--- src/design/art_defs.svh ---
`ifndef ART_DEFS_SVH
`define ART_DEFS_SVH

// ----------------------------------------------------------------------
// register offsets on the special-function register bus
// ----------------------------------------------------------------------
`define ART_OFS_CONTROL     8'hc8
`define ART_OFS_RELOAD_LO   8'hca
`define ART_OFS_RELOAD_HI   8'hcb
`define ART_OFS_COUNT_LO    8'hcc
`define ART_OFS_COUNT_HI    8'hcd

// ----------------------------------------------------------------------
// timer_control field positions
// ----------------------------------------------------------------------
`define ART_BIT_HFLAG       7
`define ART_BIT_LFLAG       6
`define ART_BIT_LEN         5
`define ART_BIT_CEN         4
`define ART_BIT_SPLIT       3
`define ART_BIT_RUN         2
`define ART_BIT_UNUSED      1
`define ART_BIT_XCLK        0

// ----------------------------------------------------------------------
// reset values and byte limits
// ----------------------------------------------------------------------
`define ART_RST_BYTE        8'h00
`define ART_BYTE_ALL_ONES   8'hff

// ----------------------------------------------------------------------
// tick dividers
// ----------------------------------------------------------------------
`define ART_SYS_DIV         12
`define ART_EXT_DIV         8
`define ART_SYS_DIV_LAST    4'hb
`define ART_EXT_DIV_LAST    3'h7

`endif

--- src/design/art_pkg.sv ---
`default_nettype none

// ----------------------------------------------------------------------
// shared types
// ----------------------------------------------------------------------
package art_pkg;
   typedef logic [7:0]  art_byte_type;
   typedef logic [15:0] art_word_type;
   typedef enum logic {
      ART_MODE_WIDE,
      ART_MODE_SPLIT
   } art_mode_type;
endpackage

`default_nettype wire

--- src/design/art_tick_if.sv ---
`default_nettype none

// ----------------------------------------------------------------------
// tick strobes from the prescaler to the counter
// ----------------------------------------------------------------------
interface art_tick_if;
   logic div12_tick;
   logic ext8_tick;
   modport gen (output div12_tick, output ext8_tick);
   modport use_side (input div12_tick, input ext8_tick);
endinterface

`default_nettype wire

--- src/design/art_tick.sv ---
`include "art_defs.svh"
`default_nettype none

// ----------------------------------------------------------------------
// prescaler: system clock / 12 and synchronised external clock / 8
// ----------------------------------------------------------------------
module art_tick (
   input  wire logic i_clk,
   input  wire logic i_nrst,
   input  wire logic i_ext_clk,
   art_tick_if.gen   tk
);
   logic       ext_s1_r, ext_s2_r, ext_s3_r;
   logic [3:0] sys_cnt_r, sys_cnt_nxt;
   logic [2:0] ext_cnt_r, ext_cnt_nxt;
   logic       div12_r, div12_nxt;
   logic       ext8_r, ext8_nxt;
   logic       ext_rise;

   // next values; ext_s1_r feeds only ext_s2_r to keep the synchroniser clean
   always_comb begin
      ext_rise    = ext_s2_r & ~ext_s3_r;
      div12_nxt   = (sys_cnt_r == `ART_SYS_DIV_LAST);
      sys_cnt_nxt = div12_nxt ? 4'h0 : sys_cnt_r + 4'h1;
      ext8_nxt    = ext_rise & (ext_cnt_r == `ART_EXT_DIV_LAST);
      ext_cnt_nxt = ext_rise ? ext_cnt_r + 3'h1 : ext_cnt_r;
   end

   // registers; ticks leave as single-cycle strobes in the system domain
   always_ff @(posedge i_clk) begin
      if (!i_nrst) begin
         ext_s1_r  <= 1'b0;
         ext_s2_r  <= 1'b0;
         ext_s3_r  <= 1'b0;
         sys_cnt_r <= 4'h0;
         ext_cnt_r <= 3'h0;
         div12_r   <= 1'b0;
         ext8_r    <= 1'b0;
      end else begin
         ext_s1_r  <= i_ext_clk;
         ext_s2_r  <= ext_s1_r;
         ext_s3_r  <= ext_s2_r;
         sys_cnt_r <= sys_cnt_nxt;
         ext_cnt_r <= ext_cnt_nxt;
         div12_r   <= div12_nxt;
         ext8_r    <= ext8_nxt;
      end
   end

   assign tk.div12_tick = div12_r;
   assign tk.ext8_tick  = ext8_r;
endmodule

`default_nettype wire

--- src/design/art_timer.sv ---
// What this block does
// - wide mode counts, overflow reloads, sets high flag
// - wide mode full overflow requests interrupt
// - low-byte rollover also interrupts when enabled
// - split mode gives two 8-bit reloading timers
// - each split byte reloads its own byte
// - run gates high byte only when split
// - per-byte clock select: system_clock, /12, ext/8
// - external divide-by-8 tick is synchronised
// - high flag on high roll, low flag always
// - split mode interrupts on enabled byte overflows
// - flags cleared only by software writes
// - set high flag plus enable requests vector
// - oscillator falling edge captures count, interrupts, if capture and timer irq enable both set
// - control register field layout
// - control bit 1 reads zero, ignores writes
// - external select shared, byte override, reset clear
// - count bytes show wide or split counts
// - low select drives wide mode, high ignored
`include "art_defs.svh"
`default_nettype none

module art_timer (
   input  wire logic       i_clk,
   input  wire logic       i_nrst,
   input  wire logic [7:0] i_sfr_addr,
   input  wire logic [7:0] i_sfr_wdata,
   input  wire logic       i_sfr_wr,
   input  wire logic       i_sfr_rd,
   input  wire logic       i_timer_irq_enable,
   input  wire logic       i_low_byte_system_clock_select,
   input  wire logic       i_high_byte_system_clock_select,
   input  wire logic       i_ext_clk,
   input  wire logic       i_lfo,
   output logic      [7:0] o_sfr_rdata,
   output logic            o_irq
);
   // ----------------------------------------------------------------------
   // state
   // ----------------------------------------------------------------------
   art_pkg::art_byte_type cnt_lo_r, cnt_lo_nxt;
   art_pkg::art_byte_type cnt_hi_r, cnt_hi_nxt;
   art_pkg::art_byte_type rl_lo_r, rl_lo_nxt;
   art_pkg::art_byte_type rl_hi_r, rl_hi_nxt;
   art_pkg::art_mode_type mode_r, mode_nxt;
   logic                  hflag_r, hflag_nxt;
   logic                  lflag_r, lflag_nxt;
   logic                  len_r, len_nxt;
   logic                  cen_r, cen_nxt;
   logic                  run_r, run_nxt;
   logic                  xclk_r, xclk_nxt;
   logic                  lfo_d_r;
   art_pkg::art_byte_type rdata_r, rdata_nxt;
   logic                  irq_r, irq_nxt;

   // ----------------------------------------------------------------------
   // decoded strobes and events
   // ----------------------------------------------------------------------
   logic                  split;
   logic                  wr_ctl, wr_rll, wr_rlh, wr_cl, wr_ch;
   logic                  base_tick, lo_tick, hi_tick;
   logic                  inc_lo, inc_hi, lo_ovf, hi_ovf;
   logic                  lfo_fall, cap_ev;
   art_pkg::art_byte_type ctl_view;

   // ----------------------------------------------------------------------
   // prescaler
   // ----------------------------------------------------------------------
   art_tick_if tick_bus ();

   art_tick u_tick (
      .i_clk     (i_clk),
      .i_nrst    (i_nrst),
      .i_ext_clk (i_ext_clk),
      .tk        (tick_bus.gen)
   );

   // ----------------------------------------------------------------------
   // bus decode and tick selection
   // ----------------------------------------------------------------------
   always_comb begin
      split  = (mode_r == art_pkg::ART_MODE_SPLIT);
      wr_ctl = i_sfr_wr & (i_sfr_addr == `ART_OFS_CONTROL);
      wr_rll = i_sfr_wr & (i_sfr_addr == `ART_OFS_RELOAD_LO);
      wr_rlh = i_sfr_wr & (i_sfr_addr == `ART_OFS_RELOAD_HI);
      wr_cl  = i_sfr_wr & (i_sfr_addr == `ART_OFS_COUNT_LO);
      wr_ch  = i_sfr_wr & (i_sfr_addr == `ART_OFS_COUNT_HI);
      // one shared prescaler choice, each byte may override with system_clock
      base_tick = xclk_r ? tick_bus.ext8_tick : tick_bus.div12_tick;
      lo_tick   = i_low_byte_system_clock_select | base_tick;
      // outside split mode the high select is ignored
      hi_tick   = split ? (i_high_byte_system_clock_select | base_tick)
                        : lo_tick;
   end

   // ----------------------------------------------------------------------
   // counting and overflow detection
   // ----------------------------------------------------------------------
   always_comb begin
      // low byte free-runs in split mode; whole timer gated in wide mode
      inc_lo = split ? lo_tick : (run_r & lo_tick);
      lo_ovf = inc_lo & (cnt_lo_r == `ART_BYTE_ALL_ONES);
      // wide mode carries from low into high; split gates high on run
      inc_hi = split ? (run_r & hi_tick) : lo_ovf;
      hi_ovf = inc_hi & (cnt_hi_r == `ART_BYTE_ALL_ONES);
      lfo_fall = lfo_d_r & ~i_lfo;
      cap_ev   = cen_r & i_timer_irq_enable & lfo_fall;
   end

   // counter next value; a software write to a count byte beats the tick
   always_comb begin
      cnt_lo_nxt = cnt_lo_r;
      cnt_hi_nxt = cnt_hi_r;
      if (lo_ovf) begin
         // split reloads low alone; wide reloads only on the full carry
         cnt_lo_nxt = (split | hi_ovf) ? rl_lo_r : `ART_RST_BYTE;
      end else if (inc_lo) begin
         cnt_lo_nxt = cnt_lo_r + 8'h01;
      end
      if (hi_ovf) begin
         cnt_hi_nxt = rl_hi_r;
      end else if (inc_hi) begin
         cnt_hi_nxt = cnt_hi_r + 8'h01;
      end
      if (wr_cl) begin
         cnt_lo_nxt = i_sfr_wdata;
      end
      if (wr_ch) begin
         cnt_hi_nxt = i_sfr_wdata;
      end
   end

   // reload pair; an oscillator capture beats a same-cycle software write
   always_comb begin
      rl_lo_nxt = wr_rll ? i_sfr_wdata : rl_lo_r;
      rl_hi_nxt = wr_rlh ? i_sfr_wdata : rl_hi_r;
      if (cap_ev) begin
         rl_lo_nxt = cnt_lo_r;
         rl_hi_nxt = cnt_hi_r;
      end
   end

   // control register; hardware set wins over a clearing write
   always_comb begin
      hflag_nxt = wr_ctl ? i_sfr_wdata[`ART_BIT_HFLAG] : hflag_r;
      lflag_nxt = wr_ctl ? i_sfr_wdata[`ART_BIT_LFLAG] : lflag_r;
      if (hi_ovf | cap_ev) begin
         hflag_nxt = 1'b1;
      end
      if (lo_ovf) begin
         lflag_nxt = 1'b1;
      end
      len_nxt  = wr_ctl ? i_sfr_wdata[`ART_BIT_LEN] : len_r;
      cen_nxt  = wr_ctl ? i_sfr_wdata[`ART_BIT_CEN] : cen_r;
      run_nxt  = wr_ctl ? i_sfr_wdata[`ART_BIT_RUN] : run_r;
      xclk_nxt = wr_ctl ? i_sfr_wdata[`ART_BIT_XCLK] : xclk_r;
      mode_nxt = mode_r;
      if (wr_ctl) begin
         mode_nxt = i_sfr_wdata[`ART_BIT_SPLIT] ? art_pkg::ART_MODE_SPLIT
                                                : art_pkg::ART_MODE_WIDE;
      end
   end

   // ----------------------------------------------------------------------
   // read data and interrupt request
   // ----------------------------------------------------------------------
   always_comb begin
      ctl_view = `ART_RST_BYTE;
      ctl_view[`ART_BIT_HFLAG]  = hflag_r;
      ctl_view[`ART_BIT_LFLAG]  = lflag_r;
      ctl_view[`ART_BIT_LEN]    = len_r;
      ctl_view[`ART_BIT_CEN]    = cen_r;
      ctl_view[`ART_BIT_SPLIT]  = split;
      ctl_view[`ART_BIT_RUN]    = run_r;
      ctl_view[`ART_BIT_UNUSED] = 1'b0;
      ctl_view[`ART_BIT_XCLK]   = xclk_r;
      rdata_nxt = rdata_r;
      if (i_sfr_rd) begin
         unique case (i_sfr_addr)
            `ART_OFS_CONTROL:   rdata_nxt = ctl_view;
            `ART_OFS_RELOAD_LO: rdata_nxt = rl_lo_r;
            `ART_OFS_RELOAD_HI: rdata_nxt = rl_hi_r;
            `ART_OFS_COUNT_LO:  rdata_nxt = cnt_lo_r;
            `ART_OFS_COUNT_HI:  rdata_nxt = cnt_hi_r;
            default:            rdata_nxt = `ART_RST_BYTE;  // foreign address
         endcase
      end
      // level request: held while a flag stands, so no event is missed
      irq_nxt = i_timer_irq_enable & (hflag_r | (len_r & lflag_r));
      // the same level serves the low byte once its enable is set
      // and both split byte overflows, by way of the two flags
      // and the vector request while the high flag stands
   end

   // ----------------------------------------------------------------------
   // registers
   // ----------------------------------------------------------------------
   always_ff @(posedge i_clk) begin
      if (!i_nrst) begin
         cnt_lo_r <= `ART_RST_BYTE;
         cnt_hi_r <= `ART_RST_BYTE;
         rl_lo_r  <= `ART_RST_BYTE;
         rl_hi_r  <= `ART_RST_BYTE;
         mode_r   <= art_pkg::ART_MODE_WIDE;
         hflag_r  <= 1'b0;
         lflag_r  <= 1'b0;
         len_r    <= 1'b0;
         cen_r    <= 1'b0;
         run_r    <= 1'b0;
         xclk_r   <= 1'b0;
         lfo_d_r  <= 1'b0;
         rdata_r  <= `ART_RST_BYTE;
         irq_r    <= 1'b0;
      end else begin
         cnt_lo_r <= cnt_lo_nxt;
         cnt_hi_r <= cnt_hi_nxt;
         rl_lo_r  <= rl_lo_nxt;
         rl_hi_r  <= rl_hi_nxt;
         mode_r   <= mode_nxt;
         hflag_r  <= hflag_nxt;
         lflag_r  <= lflag_nxt;
         len_r    <= len_nxt;
         cen_r    <= cen_nxt;
         run_r    <= run_nxt;
         xclk_r   <= xclk_nxt;
         lfo_d_r  <= i_lfo;
         rdata_r  <= rdata_nxt;
         irq_r    <= irq_nxt;
      end
   end

   assign o_sfr_rdata = rdata_r;
   assign o_irq       = irq_r;

   logic quiet_bus;
   assign quiet_bus = !i_sfr_wr;
endmodule

`default_nettype wire

--- config.mk ---
export PLATFORM = sky130hd
export DESIGN_NAME = art_timer
export DESIGN_NICKNAME = d
export VERILOG_FILES = /design/src/design/art_pkg.sv /design/src/design/art_tick_if.sv /design/src/design/art_tick.sv /design/src/design/art_timer.sv
export VERILOG_INCLUDE_DIRS = /design/src /design/src/design
export SDC_FILE = /design/constraint.sdc
export NUM_CORES = 1
export LEC_CHECK = 0
export BUFFER_PORTS_ARGS = -buffer_cell sky130_fd_sc_hd__buf_2
export CELL_PAD_IN_SITES_DETAIL_PLACEMENT = 1
export CELL_PAD_IN_SITES_GLOBAL_PLACEMENT = 1
export CORE_UTILIZATION = 50
export CTS_BUF_LIST = sky130_fd_sc_hd__clkbuf_8
export DETAILED_ROUTE_END_ITERATION = 8
export GPL_TIMING_DRIVEN = 0
export PLACE_DENSITY_LB_ADDON = 0.08
export SYNTH_ARGS = -nofsm -noshare
export SYNTH_HDL_FRONTEND = slang
export SYNTH_SLANG_ARGS = --single-unit
--- constraint.sdc ---
create_clock -name i_clk -period 2.9 [get_ports i_clk]
set_input_delay 0.58 -clock i_clk [delete_from_list [all_inputs] [get_ports i_clk]]
set_output_delay 0.58 -clock i_clk [all_outputs]
set_load 0.05 [all_outputs]
== Yosys cells after proc, flatten, opt, wreduce, memory -nomap -nowiden ==
Cells that the tools add are included.

* Equality and inequality tests: 9
* Bitwise gates (word level): 24
* Reduce and logical (&&, ||, !) cells: 7
* Add/subtract/negate cells: 4
* Muxes and demuxes: 21

{| class="wikitable"
|+ Operators with widths
! kind !! count
|-
| $mux W8 || 11
|-
| $eq A8 B8 Y1 const B || 7
|-
| $pmux W8 S5 || 1
|-
| $add A8 B1 Y8 const B || 2
|-
| $and A1 B1 Y1 || 16
|-
| $mux W1 || 9
|-
| $reduce_bool A2 Y1 || 4
|-
| $reduce_bool A3 Y1 || 2
|-
| $or A1 B1 Y1 || 5
|-
| $add A4 B1 Y4 const B || 1
|-
| $eq A4 B4 Y1 const B || 1
|-
| $add A3 B1 Y3 const B || 1
|-
| $eq A3 B3 Y1 const B || 1
|-
| $not A1 Y1 || 3
|-
| $reduce_or A2 Y1 || 1
|}

* Word-level logic and storage cells: 86
* Input port bits: 25
* Output and inout bits: 9
* Register bits after elaboration: 61

== Logic depth before layout (Yosys ltp) ==
Gate-level depths: netlist of run 1.

* Depth after elaboration: 11
* Gate-level depth with buffers: 8
* Mapped depth without buffers: 6

== By module ==
Synthesis of run 1 repeated with hierarchy kept, for this count alone.

* Cell total of the unflattened synthesis: 375
* Area total of the unflattened synthesis: 3,258.1 um^2

{| class="wikitable"
|+ Modules (own cells, without submodules)
! module !! cells an instance !! sequential area each (um^2) !! area an instance (um^2) !! times used
|-
| art_timer || 334 || 980.9 || 2,802.7 || 1
|-
| art_tick || 41 || 240.2 || 455.4 || 1
|}

== Worst setup path after synthesis of run 1 ==
No wires, ideal clock.

* Kind: input-to-reg
* Start point: in i_sfr_addr[3]
* End point: reg rdata_r[0] (netlist: o_sfr_rdata[0])
* Slack: 1,005 ps
* Setup time: 131 ps
* Data required time: 2,769 ps
* Stages: 7
* Arrival time: 1,763 ps
* Path buffers: 2
* Cells stage by stage: buf_2 and3b_1 and2_1 buf_2 a222oi_1 a2bb2oi_1 a21oi_1

* Cells in the longest elaborated chain, start to end: 2
* Elaborated cells on any way between the ends: 6
* Those cells by class: eq/ne: 5; mux: 1

{| class="wikitable"
|+ Ends and longest elaborated chain
! item !! RTL line !! RTL
|-
| start, declared || art_timer.sv:26 || <nowiki>input wire logic [7:0] i_sfr_addr,</nowiki>
|-
| $eq A8 B8 Y1 || art_timer.sv:179 || <nowiki>unique case (i_sfr_addr)</nowiki>
|-
| $pmux W8 S5 * || art_timer.sv:179 ||
|-
| end signal, assigned || art_timer.sv:212 || <nowiki>rdata_r <= `ART_RST_BYTE;</nowiki>
|-
| end signal, assigned || art_timer.sv:227 || <nowiki>rdata_r <= rdata_nxt;</nowiki>
|-
| end, declared || art_timer.sv:53 || <nowiki>art_pkg::art_byte_type rdata_r, rdata_nxt;</nowiki>
|}

Every way passes the cells marked *; elsewhere a longest branch is shown, timed or not.
A chain may end at the register's enable or synchronous reset.

== Final worst setup path of run 1 ==
* Start point: reg cnt_hi_r[1]
* End point: reg cnt_hi_r[1]

* Cells in the longest elaborated chain, start to end: 4
* Elaborated cells on any way between the ends: 7
* Those cells by class: add/sub: 1; eq/ne: 1; mux: 3; bitwise: 1; reduce/logical: 1

{| class="wikitable"
|+ Ends and longest elaborated chain
! item !! RTL line !! RTL
|-
| start, declared || art_timer.sv:42 || <nowiki>art_pkg::art_byte_type cnt_hi_r, cnt_hi_nxt;</nowiki>
|-
| start signal, assigned || art_timer.sv:201 || <nowiki>cnt_hi_r <= `ART_RST_BYTE;</nowiki>
|-
| start signal, assigned || art_timer.sv:216 || <nowiki>cnt_hi_r <= cnt_hi_nxt;</nowiki>
|-
| $add A8 B1 Y8 / $eq A8 B8 Y1 (equally long branches) || - ||
|-
| $mux W8 / $and A1 B1 Y1 (equally long branches) || art_timer.sv:122, art_timer.sv:105 ||
|-
| $mux W8 || art_timer.sv:120 || <nowiki>if (hi_ovf) begin</nowiki>
|-
| $mux W8 || art_timer.sv:128 || <nowiki>if (wr_ch) begin</nowiki>
|}

Several ways; a longest one is shown, not always the timed one. The select of a mux whose other input is x is not followed.

==> flow_summary.toml, run 1 <==
[floorplanning]
io_pins = 34
fp.dieW_um = 82.6
initial_core_util_pct = 51.4
dieArea_um2 = 6820
core-area_um2 = 6310
rows = 29
die_h_um = 82.6

[power]
vdd_ir_drop_max_mv = 0.364
power_frac_seq_pct = 46.4
p_per_area_nw_per_um2 = 497
finalPower_mw = 1.85
swShare_pct = 25.6
leakagePower_nw = 1.54
clock_power_share_pct = 46.7
power.internal_mw = 1.38
comb_power_share_pct = 6.9
power.switching_uw = 472

[critical_path]
path_cells = "ha_1, and2_4, and3_1, buf_2, mux2_2, mux2i_1, o22ai_1"
r2r_slack_ps = 770
critPathArrivalTime_ps = 2360
worstPathRequired_ps = 3140
critical-path-top-delay-family = "flip-flops"
crit_fanout = 8
worst-path-buf-inv = 1
crit_path_end_kind = "register"
start_kind = "register"
cpMaxStageDelayCell = "dfxtp_1"
path_class = "reg2reg"
slowest_delay_ps = 510

[timing]
worstMarginPinSlew_ps = 646
report.final.slew_viol_count = 0
fmax_ghz = 0.470
setup_viol = 0
fin_worst_skew_ps = 10.3
finalSetupTns_ps = 0
fin_hold_ws_ps = 428
final.period_utilization_pct = 73.3
final-hold-violation-count = 0
rsz0062_at_grt = "no"
min_period_ps = 2130
slew_headroom_pct = 56.9

[clock_network]
postCtsHoldBufs = 0
root_buffer = "clkbuf_8"
clkTransAtPathRegs_ps = 80
clk_path_buf_depth = 2
clock_latency_ps = 360
ctsResizeCount = 0
cts_tree = "done"
htreeDepth = 3
cts_buffers = 9
numClockSinks = 61
postCtsSetupBuffers = 0

[grt]
gr-total-overflow = 0
grt_pass1_wl_um = 15900
grt_pass1_vias = 3120
use_met2_pct = 53.3
grt_use_met3_pct = 5.16
grt_max_degree = 13
grt_util_met1_pct = 41.1
track_usage_pct = 32.5
antenna_found_initial = 0
busiest_layer = "met2"

[drt]
totalWireLength_um = 10700
drtAntennaViolNets = 0
viasPerCell = 6.48
wl_per_cell_um = 21.5
vias = 3213
drt_iter0_drc = 148
drtPass1Iterations = 6
drcViolationCount = 0

[finish]
antenna_cells = 0
syn_to_final_growth_pct = 14.6
instances_no_fill = 496
layout-drive-gt1-share_pct = 17.7
nFillCells = 789
nNetsFinal = 444
final_cell_area_um2 = 3720

[logic_synthesis]
synth.most_common_cell = "dfxtp_1"
syn_avg_cell_area_um2 = 8.73
synth_edf_count = 0
synth_compound_area_share_pct = 25.7
synth_commonest_cells = "61 x dfxtp_1, 37 x nor2_1, 30 x a21oi_1, 30 x nand2_1, 23 x mux2i_1"
synth-async-reset-ratio_pct = 0
syn-num-nets = 402
synth.area.mux_share_pct = 8.94
ys_ff_latch = 61
synth_area_leader_cell = "dfxtp_1"
synthSimpleGateAreaFrac_pct = 19.9
synth-seq-area-share_pct = 37.6
synthAdderAreaFrac_pct = 1.93
syn_area_um2 = 3250
synth_xor_area_share_pct = 1.62
yosys_most_used_dff = "dfxtp_1"
synth_area_leaders = "dfxtp_1 38%, mux2i_1 7.1%, a211oi_1 5.1%"
synth_cell_type_count = 56
yosysWarnings = 0
yosysTopAreaCellShare_pct = 37.6
synth_top_family_by_area = "compound AO/OA/AOI/OAI gates"
postSynthCellCount = 372

[place]
dpl.cell_count = 480
gp_congestion = 0.965
io_buffers = 31
placed_area_um2 = 3500
place_hpwl_um = 7890

[status]
status = "finished, final reports clean"

[worst_hold_path]
hp-class = "in2reg"

[run]
cap_violations = 0
## sequential cells by signal, summed over array words and instances, names as in the netlist, 3 cells and up
signal and flops:
rl_hi_r 8, rl_lo_r 8, cnt_hi_r 8, o_sfr_rdata 8
u_tick.ext_cnt_r 3, u_tick.sys_cnt_r 4, cnt_lo_r 8
## through the flow
| step | utilization (%) | worst slack, ps |
|---|---|---|
| global placement | 55.4 | 516 |
| CTS | 58.9 | 798 |
| floorplan | - | 1010 |
| detailed placement | 55.4 | 487 |
| global route | 58.9 | 660 |
| finish | 58.9 | 773 |
## per-layer routing
metal / part of all wire [%] / routed length (um) / vias to the layer above
li1: - / - / 1496
met1: 44 / 4700 / 1577
met2: 48 / 5110 / 111
met3: 4.5 / 476 / 29
met4: 3.6 / 384 / 0
met5: 0 / 0 / -
## placed cells by master (no fill, tap or decap), drive strengths merged, types with 3 or more instances in the layout
master | Yosys | routed
xor2 | 3 | 3
ha | 5 | 5
a211oi | 22 | 22
o21ai | 15 | 15
mux2i | 23 | 23
o32ai | 4 | 4
o211ai | 3 | 3
a21oi | 30 | 30
nor3 | 6 | 6
nand2 | 30 | 30
nand4 | 5 | 5
a2bb2oi | 6 | 6
a31oi | 6 | 6
mux2 | 5 | 5
clkbuf | 16 | 25
dfxtp | 61 | 61
buf | 11 | 42
inv | 2 | 4
nand3 | 12 | 12
o22ai | 7 | 7
a222oi | 6 | 6
and3 | 8 | 8
and2 | 7 | 7
a32o | 5 | 5
nor2 | 37 | 37
xnor2 | 3 | 3
o21a | 3 | 3
## final cells by class
class | instances | area [um2] | share of cell area (%)
timing repair buffer | 31 | 155 | 4.17
multi-input combinational | 281 | 1890 | 50.7
buffer | 27 | 128 | 3.43
sequential | 61 | 1220 | 32.8
inverter | 3 | 11.3 | 0.303
clock inverter | 7 | 97.6 | 2.62
tap | 77 | 96.3 | 2.59
clock buffer | 9 | 124 | 3.33
## worst paths after layout
check / cells after the start / from / endpoint
hold reg to reg: 1 / u_tick.sys_cnt_r[0] / u_tick.sys_cnt_r[0]
hold / removal: 2 / i_ext_clk / u_tick.ext_s1_r
setup / recovery: 7 / cnt_hi_r[1] / cnt_hi_r[1]
setup reg to reg: 7 / cnt_hi_r[1] / cnt_hi_r[1]
## power groups by stage
stage / clock network (mW) / logic [mW] / registers (mW)
final: 0.864 / 0.127 / 0.857
after global routing: 0.900 / 0.137 / 0.859
after CTS: 0.874 / 0.125 / 0.857
after detailed placement: 0 / 0.125 / 0.877
after global placement: 0 / 0.120 / 0.876
after floorplan: 0 / 0.0548 / 0.891
## worst register-to-register path, stage by stage (launching register included)
cell and delay [ps]:
dfxtp_1 510, ha_1 340, and2_4 210, and3_1 150, buf_2 220, mux2_2 360, mux2i_1 140, o22ai_1 90
## logic make-up (layout without fill, tap and decap cells)
logic type	after synthesis	count (layout)
adder cells (fa/ha/maj)	5	5
AND/OR/NAND/NOR	125	125
AO/OA/AOI/OAI	117	117
XOR/XNOR	6	6
buffers and inverters	30	77
multiplexers	28	28
flip-flops	61	61
No activity file was read; power rests on OpenSTA's default activity.
==> inputs of run 2 (changes only) <==
--- a/config.mk
+++ b/config.mk
@@ -9,7 +9,7 @@
 export BUFFER_PORTS_ARGS = -buffer_cell sky130_fd_sc_hd__buf_2
 export CELL_PAD_IN_SITES_DETAIL_PLACEMENT = 1
 export CELL_PAD_IN_SITES_GLOBAL_PLACEMENT = 1
-export CORE_UTILIZATION = 50
+export CORE_UTILIZATION = 46
 export CTS_BUF_LIST = sky130_fd_sc_hd__clkbuf_8
 export DETAILED_ROUTE_END_ITERATION = 8
 export GPL_TIMING_DRIVEN = 0
==> constraint.sdc (replaced) <==
create_clock -name i_clk -period 2.17 [get_ports i_clk]
set_input_delay 0.434 -clock i_clk [delete_from_list [all_inputs] [get_ports i_clk]]
set_output_delay 0.434 -clock i_clk [all_outputs]
set_load 0.05 [all_outputs]
==> flow_summary.toml, run 2 (same netlist as run 1, synthesis figures left out) <==
[status]
status = "finished, final reports clean"

[timing]
final.period_utilization_pct = 94.9
worstMarginPinSlew_ps = 590
final-hold-violation-count = 0
report.final.slew_viol_count = 0
slew_headroom_pct = 60.7
finalSetupTns_ps = 0
fin_worst_skew_ps = 8.25
fmax_ghz = 0.486
rsz0062_at_grt = "no"
setup_viol = 0
worst_slack_ps = 111
min_period_ps = 2060

[finish]
layout_common_cells = "61 x dfxtp_1, 40 x buf_2, 37 x nor2_1"
nNetsFinal = 444
layout-drive-gt1-share_pct = 17.9
instances_no_fill = 515
multi_input_area_um2 = 1890
antenna_cells = 0
syn_to_final_growth_pct = 14.7
final_cell_area_um2 = 3720
regArea_um2 = 1220
layout_commonest_cell = "dfxtp_1"
nFillCells = 836
fin_util_pct = 54.8

[critical_path]
worstPathRequired_ps = 2390
path_cells = "ha_2, and2_4, and3_1, buf_2, mux2_2, mux2i_1, o22ai_1"
start_kind = "register"
r2r_start = "cnt_hi_r[1]"
slowest_delay_ps = 510
crit_path_end_kind = "register"
r2r_slack_ps = 110
cpMaxStageDelayCell = "dfxtp_1"
crit_start = "cnt_hi_r[1]"
path_class = "reg2reg"
crit_fanout = 8
critPathArrivalTime_ps = 2280

[grt]
antenna_found_initial = 0
grt_use_met3_pct = 5.39
gr-total-overflow = 0
grt_util_met1_pct = 38.5
grt_pass1_vias = 3198
track_usage_pct = 29.7
grt_pass1_wl_um = 16600
busiest_layer = "met2"
use_met2_pct = 47.9
grt_max_degree = 13

[clock_network]
cts_buffers = 9
clk_path_buf_depth = 2
cts_tree = "done"
root_buffer = "clkbuf_8"
postCtsSetupBuffers = 0
clock_latency_ps = 340
clkTransAtPathRegs_ps = 70
htreeDepth = 3
numClockSinks = 61

[floorplanning]
die_h_um = 86.0
rows = 30
initial_core_util_pct = 47.8
core-area_um2 = 6790
fp.dieW_um = 86.0
io_pins = 34
dieArea_um2 = 7400

[place]
gp_congestion = 0.980
place_hpwl_um = 7740
placed_area_um2 = 3520
dpl.cell_count = 499
io_buffers = 31
dpl_worst_slack_ps = -129

[power]
p_per_area_nw_per_um2 = 629
vdd_ir_drop_max_mv = 0.354
power.switching_uw = 618
leakagePower_nw = 1.53
comb_power_share_pct = 7.2
swShare_pct = 26.4
clock_power_share_pct = 43.9
power_frac_seq_pct = 48.9
power.internal_mw = 1.72

[drt]
viasPerCell = 6.15
drtPass1Iterations = 5
drtAntennaViolNets = 0
wl_per_cell_um = 19.9
drcViolationCount = 0
vias = 3168
drt_iter0_drc = 192
totalWireLength_um = 10300

[run]
cap_violations = 0

[worst_hold_path]
hold_start = "i_lfo"
hp-class = "in2reg"
run 2: cell types whose count changed in the layout (fill, tap and decap cells not counted), sizes merged:
cell      before  now
inv            4    3
bufinv         2    1
clkinvlp       2    0
clkinv         2    6
run 2: area by class of cell:
class | instances | area share (%)
Buffer | 27 | 3.43
Clock inverter | 7 | 2.02
Clock buffer | 9 | 3.33
Sequential cell | 61 | 32.8
Timing Repair Buffer | 31 | 4.17
Inverter | 3 | 0.302
Multi-Input combinational cell | 281 | 50.8
Tap cell | 96 | 3.22
run 2: worst paths after layout:
check                                        to  depth (start not counted)
worst max-delay path                cnt_hi_r[1]                          7
worst min-delay path                    lfo_d_r                          2
worst min register to register  u_tick.ext_s2_r                          1
worst max register to register      cnt_hi_r[1]                          7
run 2: timing repair:
action / in CTS / in global routing
hold buffers: 0 / 0
resized for setup: 0 / 1
endpoints found under the setup margin: 0 / 2
run 2: per-stage QoR:
stage	power (mW)	hold slack, ps
final	2.34	303
after global routing	2.43	281
after floorplan	1.26	412
after CTS	2.36	290
after global placement	1.33	425
after detailed placement	1.34	438
run 2: per-layer routing:
metal,share of wire (%),up-vias
met4,3.1,0
met5,0,-
met3,4.6,24
met1,45,1543
met2,48,105
li1,-,1496
run 2: critical path, delay by kind of cell (launching register included):
family / cells / cell delay [ps]
fa+ha+maj: 1 / 320
buf+inv: 1 / 220
mux: 2 / 490
flops: 1 / 510
simple gates: 2 / 330
compound gates: 1 / 80
run 2: power by group through the flow:
stage          combinational [mW]  clock [mW]  sequential, mW
2_1_floorplan              0.0733           0            1.19
3_3_place_gp                0.162           0            1.17
3_5_place_dp                0.166           0            1.17
4_1_cts                     0.168        1.05            1.15
5_1_grt                     0.182        1.10            1.15
6_report                    0.169        1.03            1.15
==> inputs of run 3 (changes only) <==
--- a/config.mk
+++ b/config.mk
@@ -9,6 +9,7 @@
 export BUFFER_PORTS_ARGS = -buffer_cell sky130_fd_sc_hd__buf_2
 export CELL_PAD_IN_SITES_DETAIL_PLACEMENT = 1
 export CELL_PAD_IN_SITES_GLOBAL_PLACEMENT = 1
+export CORE_MARGIN = 10
 export CORE_UTILIZATION = 46
 export CTS_BUF_LIST = sky130_fd_sc_hd__clkbuf_8
 export DETAILED_ROUTE_END_ITERATION = 8
==> flow_summary.toml, run 3 (same netlist as run 1, synthesis figures left out) <==
[status]
status = "finished, final reports clean"

[finish]
antenna_cells = 0
fin_util_pct = 54.2
instances_no_fill = 515
syn_to_final_growth_pct = 14.0
layout-drive-gt1-share_pct = 18.1
layout_common_cells = "60 x dfxtp_1, 40 x buf_2, 37 x nor2_1"
nNetsFinal = 444
layout_commonest_cell = "dfxtp_1"

[grt]
grt_pass1_vias = 3310
grt_pass1_wl_um = 17500
antenna_found_initial = 0
track_usage_pct = 19.9
grt_max_degree = 13
gr-total-overflow = 0

[worst_hold_path]
hold_start = "i_ext_clk"
hp-class = "in2reg"

[critical_path]
path_cells = "ha_1, and3_1, o2111ai_4, o21ai_2, buf_6, a31oi_1, o32ai_1"
r2r_start = "cnt_lo_r[0]"
worstPathRequired_ps = 2420
start_kind = "register"
critPathArrivalTime_ps = 2280
crit_fanout = 10
crit_start = "cnt_lo_r[0]"
slowest_delay_ps = 470
path_class = "reg2reg"
cpMaxStageDelayCell = "dfxtp_1"
crit_path_end_kind = "register"

[clock_network]
htreeDepth = 3
cts_buffers = 9
root_buffer = "clkbuf_8"
postCtsSetupBuffers = 0
clk_path_buf_depth = 2
cts_tree = "done"
postCtsHoldBufs = 0
clkTransAtPathRegs_ps = 80
numClockSinks = 61
clock_latency_ps = 350

[power]
p_per_area_nw_per_um2 = 603
comb_power_share_pct = 7.7
finalPower_mw = 2.23
power.switching_uw = 629
swShare_pct = 28.2
power_frac_seq_pct = 51.3
clock_power_share_pct = 41.1
leakagePower_nw = 1.52
vdd_ir_drop_max_mv = 0.378
power.internal_mw = 1.61

[timing]
final.period_utilization_pct = 93.5
final-hold-violation-count = 0
report.final.slew_viol_count = 0
fmax_ghz = 0.493
worst_slack_ps = 141
fin_worst_skew_ps = 8.65
slew_headroom_pct = 62.2
rsz0062_at_grt = "no"
finalSetupTns_ps = 0
min_period_ps = 2030
setup_viol = 0
worstMarginPinSlew_ps = 567

[drt]
drtPass1Iterations = 5
viasPerCell = 6.12
drtAntennaViolNets = 0
drt_iter0_drc = 187
totalWireLength_um = 10600
vias = 3152
drcViolationCount = 0
wl_per_cell_um = 20.6

[floorplanning]
die_h_um = 104
rows = 30
initial_core_util_pct = 47.5
io_pins = 34
core-area_um2 = 6830
fp.dieW_um = 104
dieArea_um2 = 10800

[place]
io_buffers = 31
gp_congestion = 0.943
place_hpwl_um = 8070
dpl.cell_count = 499
dpl_worst_slack_ps = -126

[run]
cap_violations = 0
run 3: changes by cell type in the layout (fill, tap and decap cells not counted), sizes merged:
cell / change
clkinvlp: +1
bufinv: -1
clkinv: +1
inv: -1
run 3: path summary, 6_finish.rpt:
check | endpoint | cells past startpoint | slack [ps]
setup reg to reg | cnt_hi_r[6] | 7 | 140
hold / removal | u_tick.ext_s1_r | 2 | 280
hold reg to reg | u_tick.ext_s2_r | 1 | 450
setup / recovery | cnt_hi_r[6] | 7 | 140
run 3: final cells by class:
| cell class | count | area [um2] |
|---|---|---|
| multi-input cells | 281 | 1890 |
| well taps | 96 | 120 |
| clock inverters | 7 | 52.6 |
| fillers | 834 | 3130 |
| flip-flops and latches | 61 | 1220 |
| clock buffers | 9 | 124 |
| repair buffers | 31 | 155 |
| inverters | 3 | 11.3 |
| plain buffers | 27 | 128 |
run 3: repair_timing:
action,4_1_cts,5_1_grt
endpoints found under the hold margin,0,0
resized for setup,0,2
endpoints found under the setup margin,0,5
run 3: per-layer routing:
layer	part of all wire, %	GRT usage [%]	vias up
met4	3.2	9.44	0
met3	5.2	4.03	25
met5	0	0	-
met1	44	24.5	1548
li1	-	-	1493
met2	48	32.3	86
run 3: power by group through the flow:
| stage | clock [mW] | combinational (mW) | sequential, mW |
|---|---|---|---|
| 6_report | 0.918 | 0.171 | 1.15 |
| 5_1_grt | 0.980 | 0.187 | 1.15 |
| 4_1_cts | 0.930 | 0.171 | 1.15 |
| 3_5_place_dp | 0 | 0.170 | 1.17 |
| 3_3_place_gp | 0 | 0.163 | 1.17 |
| 2_1_floorplan | 0 | 0.0733 | 1.19 |
run 3: critical path, delay by kind of cell, from the launching register on:
family | cells | cell delay [ps]
buffers and inverters | 1 | 180
flip-flops | 1 | 470
AND/OR/NAND/NOR | 1 | 240
AO/OA/AOI/OAI | 4 | 790
adder cells (fa/ha/maj) | 1 | 250
run 3: through the flow:
| stage | cell area (um2) | hold WS [ps] |
|---|---|---|
| 2_1_floorplan | 3250 | 412 |
| 3_3_place_gp | 3520 | 420 |
| 3_5_place_dp | 3520 | 439 |
| 4_1_cts | 3700 | 281 |
| 5_1_grt | 3700 | 302 |
| 6_report | 3700 | 285 |
